--- config.mk ---
export PLATFORM = sky130hd
export DESIGN_NAME = rtet_regs
export DESIGN_NICKNAME = d
export VERILOG_FILES = /design/src/rtet_pkg.sv /design/src/rtet_regs.sv
export VERILOG_INCLUDE_DIRS = /design/src
export SDC_FILE = /design/constraint.sdc
export NUM_CORES = 1
export LEC_CHECK = 0
export BUFFER_PORTS_ARGS = -buffer_cell sky130_fd_sc_hd__buf_4
export CORE_ASPECT_RATIO = 1.5
export CORE_MARGIN = 5
export CORE_UTILIZATION = 48
export DETAILED_ROUTE_END_ITERATION = 12
export PLACE_DENSITY = 0.85
export SETUP_SLACK_MARGIN = 0.3
export SLEW_MARGIN = 20
export SYNTH_ARGS = -nofsm -noshare
export SYNTH_HDL_FRONTEND = slang
export SYNTH_SLANG_ARGS = --single-unit
--- constraint.sdc ---
create_clock -name clk_i -period 2.95 [get_ports clk_i]
set_input_delay 0.295 -clock clk_i [delete_from_list [all_inputs] [get_ports clk_i]]
set_output_delay 0.295 -clock clk_i [all_outputs]
set_load 0.02 [all_outputs]
--- src/rtet_defines.svh ---
`ifndef RTET_DEFINES_SVH
`define RTET_DEFINES_SVH

// Byte offsets of the register words
`define RTET_TXEN     12'h000
`define RTET_RXEN     12'h004
`define RTET_START    12'h008
`define RTET_STOP     12'h00c
`define RTET_DIS      12'h010
`define RTET_SLSTA    12'h014
`define RTET_SLSTO    12'h018
`define RTET_BCSTA    12'h01c
`define RTET_BCSTO    12'h020
`define RTET_EDSTA    12'h024
`define RTET_EDSTO    12'h028
`define RTET_CCSTA    12'h02c
`define RTET_CCSTO    12'h030
`define RTET_EVT      12'h100
`define RTET_STS      12'h380
`define RTET_EN       12'h384
`define RTET_CLR      12'h388
`define RTET_ACT      12'h38c

// Field positions
`define RTET_TRIG_BIT 0
`define RTET_EVT_BIT  0
`define RTET_B_RAMP   0
`define RTET_B_SL     1
`define RTET_B_ED     2
`define RTET_B_ASSESS 3
// Activity keeps a signal-level run in bit 0, where status keeps ramp-up
`define RTET_A_SL     0
`define RTET_B_BC     1

// Reset values
`define RTET_EVT_RST  1'b0
`define RTET_NIB_RST  4'h0

// Response codes
`define RTET_OKAY     2'h0
`define RTET_SLVERR   2'h2

`endif

--- src/rtet_pkg.sv ---
package rtet_pkg;

  typedef struct packed {
    logic tx_enable;
    logic rx_enable;
    logic radio_start;
    logic radio_stop;
    logic radio_disable;
    logic sl_start;
    logic sl_stop;
    logic bc_start;
    logic bc_stop;
    logic ed_start;
    logic ed_stop;
    logic assess_start;
    logic assess_stop;
  } rtet_task_s;

  typedef struct packed {
    logic ramp_up;
    logic sl_sample;
    logic ed_sample;
    logic assess_result;
  } rtet_done_s;

  typedef logic [3:0] rtet_nib_t;

endpackage

--- src/rtet_regs.sv ---
`timescale 1ns/1ps
`include "rtet_defines.svh"

module rtet_regs (
  input  wire logic                clk_i,
  input  wire logic                sys_rst_i,
  input  wire logic [11:0]         s_axi_awaddr_i,
  input  wire logic                s_axi_awvalid_i,
  output logic                     s_axi_awready_o,
  input  wire logic [31:0]         s_axi_wdata_i,
  input  wire logic [3:0]          s_axi_wstrb_i,
  input  wire logic                s_axi_wvalid_i,
  output logic                     s_axi_wready_o,
  output logic [1:0]               s_axi_bresp_o,
  output logic                     s_axi_bvalid_o,
  input  wire logic                s_axi_bready_i,
  input  wire logic [11:0]         s_axi_araddr_i,
  input  wire logic                s_axi_arvalid_i,
  output logic                     s_axi_arready_o,
  output logic [31:0]              s_axi_rdata_o,
  output logic [1:0]               s_axi_rresp_o,
  output logic                     s_axi_rvalid_o,
  input  wire logic                s_axi_rready_i,
  input  wire rtet_pkg::rtet_done_s done_i,
  output rtet_pkg::rtet_task_s     task_o,
  output rtet_pkg::rtet_nib_t      active_o,
  output logic                     irq_o
);

  logic                 awv_q;
  logic [11:0]          awa_q;
  logic                 wv_q;
  logic [31:0]          wd_q;
  logic [3:0]           ws_q;
  logic                 bv_q;
  logic [1:0]           br_q;
  logic                 rv_q;
  logic [31:0]          rd_q;
  logic [1:0]           rr_q;
  rtet_pkg::rtet_task_s task_q;
  rtet_pkg::rtet_task_s task_d;
  rtet_pkg::rtet_nib_t  act_q;
  rtet_pkg::rtet_nib_t  act_d;
  rtet_pkg::rtet_nib_t  sts_q;
  rtet_pkg::rtet_nib_t  sts_d;
  rtet_pkg::rtet_nib_t  en_q;
  rtet_pkg::rtet_nib_t  en_d;
  logic                 evt_q;
  logic                 evt_d;

  // Address and data are parked until both have arrived, in either order
  wire        aw_hs   = s_axi_awvalid_i && s_axi_awready_o;
  wire        w_hs    = s_axi_wvalid_i && s_axi_wready_o;
  wire        ar_hs   = s_axi_arvalid_i && s_axi_arready_o;
  wire        wr_fire = awv_q && wv_q && !bv_q;
  wire [11:0] wa      = {awa_q[11:2], 2'b00};
  wire [11:0] ra      = {s_axi_araddr_i[11:2], 2'b00};
  wire        lane0   = ws_q[0];
  wire        trig    = wr_fire && lane0 && wd_q[`RTET_TRIG_BIT];

  wire is_task = (wa <= `RTET_CCSTO);
  wire wr_evt  = wr_fire && lane0 && (wa == `RTET_EVT);
  wire wr_en   = wr_fire && lane0 && (wa == `RTET_EN);
  wire wr_clr  = wr_fire && lane0 && (wa == `RTET_CLR);
  wire wr_map  = is_task || (wa == `RTET_EVT) || (wa == `RTET_STS) ||
                 (wa == `RTET_EN) || (wa == `RTET_CLR) || (wa == `RTET_ACT);
  wire rd_map  = (ra <= `RTET_CCSTO) || (ra == `RTET_EVT) || (ra == `RTET_STS) ||
                 (ra == `RTET_EN) || (ra == `RTET_CLR) || (ra == `RTET_ACT);

  // Task words are write-only and never hold state; a write of 0 decodes to nothing
  assign task_d.tx_enable     = trig && (wa == `RTET_TXEN);
  assign task_d.rx_enable     = trig && (wa == `RTET_RXEN);
  assign task_d.radio_start   = trig && (wa == `RTET_START);
  assign task_d.radio_stop    = trig && (wa == `RTET_STOP);
  assign task_d.radio_disable = trig && (wa == `RTET_DIS);
  assign task_d.sl_start      = trig && (wa == `RTET_SLSTA);
  assign task_d.sl_stop       = trig && (wa == `RTET_SLSTO);
  assign task_d.bc_start      = trig && (wa == `RTET_BCSTA);
  assign task_d.bc_stop       = trig && (wa == `RTET_BCSTO);
  assign task_d.ed_start      = trig && (wa == `RTET_EDSTA);
  assign task_d.ed_stop       = trig && (wa == `RTET_EDSTO);
  assign task_d.assess_start  = trig && (wa == `RTET_CCSTA);
  assign task_d.assess_stop   = trig && (wa == `RTET_CCSTO);

  // Start beats stop or completion; a signal-level run ends after its one sample
  wire [3:0] act_set = {task_d.assess_start, task_d.ed_start, task_d.bc_start, task_d.sl_start};
  wire [3:0] act_clr = {task_d.assess_stop || done_i.assess_result,
                        task_d.ed_stop || done_i.ed_sample,
                        task_d.bc_stop,
                        task_d.sl_stop || done_i.sl_sample};
  assign act_d = (act_q & ~act_clr) | act_set;

  // Hardware set wins over a software clear landing in the same cycle
  wire [3:0] sts_set = {done_i.assess_result, done_i.ed_sample, done_i.sl_sample, done_i.ramp_up};
  wire [3:0] sts_clr = wr_clr ? wd_q[3:0] : `RTET_NIB_RST;
  assign sts_d = (sts_q & ~sts_clr) | sts_set;
  assign en_d  = wr_en ? wd_q[3:0] : en_q;
  assign evt_d = done_i.ramp_up ? 1'b1 : (wr_evt ? wd_q[`RTET_EVT_BIT] : evt_q);

  wire [31:0] rd_w = (ra == `RTET_EVT) ? {31'h0, evt_q} :
                     (ra == `RTET_STS) ? {28'h0, sts_q} :
                     (ra == `RTET_EN)  ? {28'h0, en_q}  :
                     (ra == `RTET_ACT) ? {28'h0, act_q} : 32'h0;

  always_ff @(posedge clk_i or posedge sys_rst_i) begin
    if (sys_rst_i) begin
      awv_q <= 1'b0;
      awa_q <= 12'h0;
    end else if (aw_hs) begin
      awv_q <= 1'b1;
      awa_q <= s_axi_awaddr_i;
    end else if (wr_fire) begin
      awv_q <= 1'b0;
    end
  end

  always_ff @(posedge clk_i or posedge sys_rst_i) begin
    if (sys_rst_i) begin
      wv_q <= 1'b0;
      wd_q <= 32'h0;
      ws_q <= 4'h0;
    end else if (w_hs) begin
      wv_q <= 1'b1;
      wd_q <= s_axi_wdata_i;
      ws_q <= s_axi_wstrb_i;
    end else if (wr_fire) begin
      wv_q <= 1'b0;
    end
  end

  always_ff @(posedge clk_i or posedge sys_rst_i) begin
    if (sys_rst_i) begin
      bv_q <= 1'b0;
      br_q <= `RTET_OKAY;
    end else if (wr_fire) begin
      bv_q <= 1'b1;
      br_q <= wr_map ? `RTET_OKAY : `RTET_SLVERR;
    end else if (s_axi_bready_i) begin
      bv_q <= 1'b0;
    end
  end

  always_ff @(posedge clk_i or posedge sys_rst_i) begin
    if (sys_rst_i) begin
      rv_q <= 1'b0;
      rd_q <= 32'h0;
      rr_q <= `RTET_OKAY;
    end else if (ar_hs) begin
      rv_q <= 1'b1;
      rd_q <= rd_w;
      rr_q <= rd_map ? `RTET_OKAY : `RTET_SLVERR;
    end else if (s_axi_rready_i) begin
      rv_q <= 1'b0;
    end
  end

  always_ff @(posedge clk_i or posedge sys_rst_i) begin
    if (sys_rst_i) begin
      task_q <= '0;
      act_q  <= `RTET_NIB_RST;
      sts_q  <= `RTET_NIB_RST;
      en_q   <= `RTET_NIB_RST;
      evt_q  <= `RTET_EVT_RST;
    end else begin
      task_q <= task_d;
      act_q  <= act_d;
      sts_q  <= sts_d;
      en_q   <= en_d;
      evt_q  <= evt_d;
    end
  end

  // A second address may park while the response waits, but cannot fire
  assign s_axi_awready_o = !awv_q;
  assign s_axi_wready_o  = !wv_q;
  assign s_axi_bvalid_o  = bv_q;
  assign s_axi_bresp_o   = br_q;
  assign s_axi_arready_o = !rv_q;
  assign s_axi_rvalid_o  = rv_q;
  assign s_axi_rdata_o   = rd_q;
  assign s_axi_rresp_o   = rr_q;
  assign task_o          = task_q;
  assign active_o        = act_q;
  assign irq_o           = |(sts_q & en_q);
endmodule

==> impl_metrics.toml <==
[floorplan]
io_pins = 130
coreArea_um2 = 5080
fp-row-count = 32
die-area_um2 = 6700
floorplan.die.width_um = 68.5
die-height_um = 97.8
floorplan.initialDensity = 0.485

[synth]
asyncSetResetFlopFracSynth = 1.00
synthFlopType = "sky130_fd_sc_hd__dfrtp_1"
synth_top_area_share = 0.517
syn-instance-count = 225
synthesis.area_um2 = 2470
ys_top_cells_by_area = "sky130_fd_sc_hd__dfrtp_1 52%, sky130_fd_sc_hd__buf_4 9.1%, sky130_fd_sc_hd__mux2_2 7.8%"
post_synth.cell_area_avg_um2 = 11.0
synthTopCellsByCount = "51 x sky130_fd_sc_hd__dfrtp_1, 30 x sky130_fd_sc_hd__buf_4, 22 x sky130_fd_sc_hd__nand2_1"
yosys.area.top_type = "sky130_fd_sc_hd__dfrtp_1"
synth_seq_cells = 51
synthDistinctLibCells = 45
yosys.cell_count.top_type = "sky130_fd_sc_hd__dfrtp_1"
synth_warnings = 0
number_of_enable_type_register_cells_in_the_synthesized_netlist = 0
synth_sequential_area_ratio = 0.517

[global_routing]
wire_length_of_the_first_global_routing_pass_um = 7880
grt_overflow_total = 0
groute.usage.overall = 0.152
grt_pass1_vias = 1703
pin_count_of_the_biggest_net_entering_global_routing = 52
antenna_violations_before_repair = 0

[detailed_routing]
drc = 0
vias = 1791
drtIter0Drc = 121
drt_pre_antenna_iters = 4
drtAntennaViolNets = 0
routed_via_density = 5.00
wl_um = 4880
route.detailed.wl_per_inst_um = 13.6

[cells_and_area]
flow.area_growth_from_synthesis_pct = 21.2
final_area_um2 = 2990
antenna-diode-count = 0
n_fill_cell = 449
nets = 360
final_cells = 358
final-seq-area_um2 = 1280
drive_above_1_share = 0.321
multi_input_area_um2 = 1000

[timing]
rsz_0062_raised_after_global_routing = "no"
finalCritPeriodShare = 0.699
timing.max_slew.rel_slack = 0.396
fin_worst_skew_ps = 5.09
tightestPinTransition_ps = 905
final_period_minus_worst_setup_slack_ps = 2060
drv_slew = 0
setup_tns_ps = 0
hold_viol = 0
fin_worst_hold_slack_ps = 122
clock.fmax_mhz = 485
setup-violations-final = 0

[worst_setup_path]
critical_path.startpoint = "awa_q[4]"
path_max_fanout = 8
timing.setup.critical_path_class = "register to register"
worst-r2r-cell-count = 4
regToRegStartpoint = "awa_q[4]"
cp_data_arrival_time_ps = 2250
regToRegEndpoint = "en_q[1]"
critical_path_end_type = "register"
setup.worst_path.start_class = "register"
worstSetupEndpoint = "en_q[1]"
required_time_worst_endpoint_ps = 3140
worst-r2r-setup-slack_ps = 890

[cts]
cts.reportedPaths.clkPinSlew_ps = 90
htree_num_levels = 2
cts_tree = "yes"
cts_max_path_buffers = 2
clock_latency_on_the_worst_skew_pair_ps = 300
clock-root-buffer = "sky130_fd_sc_hd__clkbuf_8"
cts_repair_resize_count = 0
cts_buffers = 5
post_cts_hold_buffer_count = 0
clock_sink_count = 51
post_cts.repair.setup_buffers = 0

[power_and_ir_drop]
power_per_cell_area_nw_per_um2 = 663
worst_ir_drop_vdd_mv = 0.433
totalPowerFinal_w = 0.00198
power_leakage_nw = 1.44

[run_status]
run_status = "complete, no violations"

[place]
numPortBuffers = 64
detailed_place_hpwl_um = 3850
gpl.final_weighted_congestion = 0.809
placed_cell_area_um2 = 2890
placed_cells = 350

[worst_hold_path]
timing.hold.worst.class = "input pin to async pin"

[run]
maxCapViolCount = 0
==> worst min path at each step <==
stage | from | end | depth (start not counted)
after floorplan | done_i[3] | sts_q[0] | 1
after global placement | s_axi_rdata_o[0] | s_axi_rdata_o[0] | 2
after detailed placement | s_axi_rdata_o[0] | s_axi_rdata_o[0] | 2
after CTS | s_axi_rready_i | s_axi_rvalid_o | 2
after global routing | s_axi_rready_i | s_axi_rvalid_o | 2
final | sys_rst_i | task_o[0] | 2
==> layout make-up <==
class                           instances  area share
Sequential cell                        51       0.427
Multi-Input combinational cell        156       0.335
Timing Repair Buffer                   64       0.161
Clock buffer                            7      0.0322
Tap cell                               68      0.0285
Inverter                               11      0.0142
Clock inverter                          1     0.00251
==> metrics by stage <==
stage,utilization,setup WS [ps]
after floorplan,-,966
after global placement,0.567,930
after detailed placement,0.567,900
after CTS,0.588,885
after global routing,0.588,762
final,0.588,889
==> worst max-delay path, stage by stage, from the launching register on <==
cell and delay [ps]:
sky130_fd_sc_hd__dfrtp_1 460, sky130_fd_sc_hd__or3b_1 440, sky130_fd_sc_hd__or2_1 270, sky130_fd_sc_hd__nor4_4 410, sky130_fd_sc_hd__mux2_1 360
==> where the power goes <==
part	switching, W	leakage (nW)	internal [W]
clock network	0.000217	0.0505	0.000213
registers	0.000172	0.631	0.000836
logic	0.000298	0.754	0.000246
==> layer usage <==
| metal | track usage | routed length (µm) | vias up |
|---|---|---|---|
| li1 | - | - | 862 |
| met1 | 0.178 | 1730 | 854 |
| met2 | 0.260 | 2670 | 67 |
| met3 | 0.0334 | 378 | 8 |
| met4 | 0.0597 | 97 | 0 |
| met5 | 0 | 0 | - |
==> registers in the layout, indices dropped and copies added, names as in the netlist <==
name	cells
task_o	13
awa_q	10
active_o	4
en_q	4
s_axi_rdata_o	4
sts_q	4
wd_q	4
awv_q	1
evt_q	1
s_axi_bresp_o	1
s_axi_bvalid_o	1
s_axi_rresp_o	1
s_axi_rvalid_o	1
ws_q	1
wv_q	1
==> placed cells by master, fill, tap and decap left out, types with 2 or more instances in the layout <==
cell type / n
sky130_fd_sc_hd__mux2_1: 4
sky130_fd_sc_hd__o21ai_0: 6
sky130_fd_sc_hd__mux2_2: 17
sky130_fd_sc_hd__a311o_1: 2
sky130_fd_sc_hd__o31ai_1: 3
sky130_fd_sc_hd__o211a_1: 2
sky130_fd_sc_hd__or4_1: 2
sky130_fd_sc_hd__nand3b_1: 2
sky130_fd_sc_hd__conb_1: 30
sky130_fd_sc_hd__or3_1: 2
sky130_fd_sc_hd__a22oi_1: 5
sky130_fd_sc_hd__inv_1: 10
sky130_fd_sc_hd__o21a_1: 3
sky130_fd_sc_hd__nor3_1: 3
sky130_fd_sc_hd__nand4b_1: 4
sky130_fd_sc_hd__buf_4: 64
sky130_fd_sc_hd__nand2_1: 22
sky130_fd_sc_hd__nor2_1: 14
sky130_fd_sc_hd__nor2b_1: 4
sky130_fd_sc_hd__a21oi_1: 2
sky130_fd_sc_hd__dfrtp_1: 51
sky130_fd_sc_hd__clkbuf_8: 7
sky130_fd_sc_hd__nand3_1: 3
sky130_fd_sc_hd__nor4_1: 4
sky130_fd_sc_hd__a21o_1: 4
==> cell families after synthesis <==
kind of cell,Yosys count,synth area share
simple gates,70,0.157
flops,51,0.517
other cells,1,0.00152
buf+inv,47,0.121
compound gates,34,0.104
mux,22,0.0999
Power figures use the tool's default switching activity.
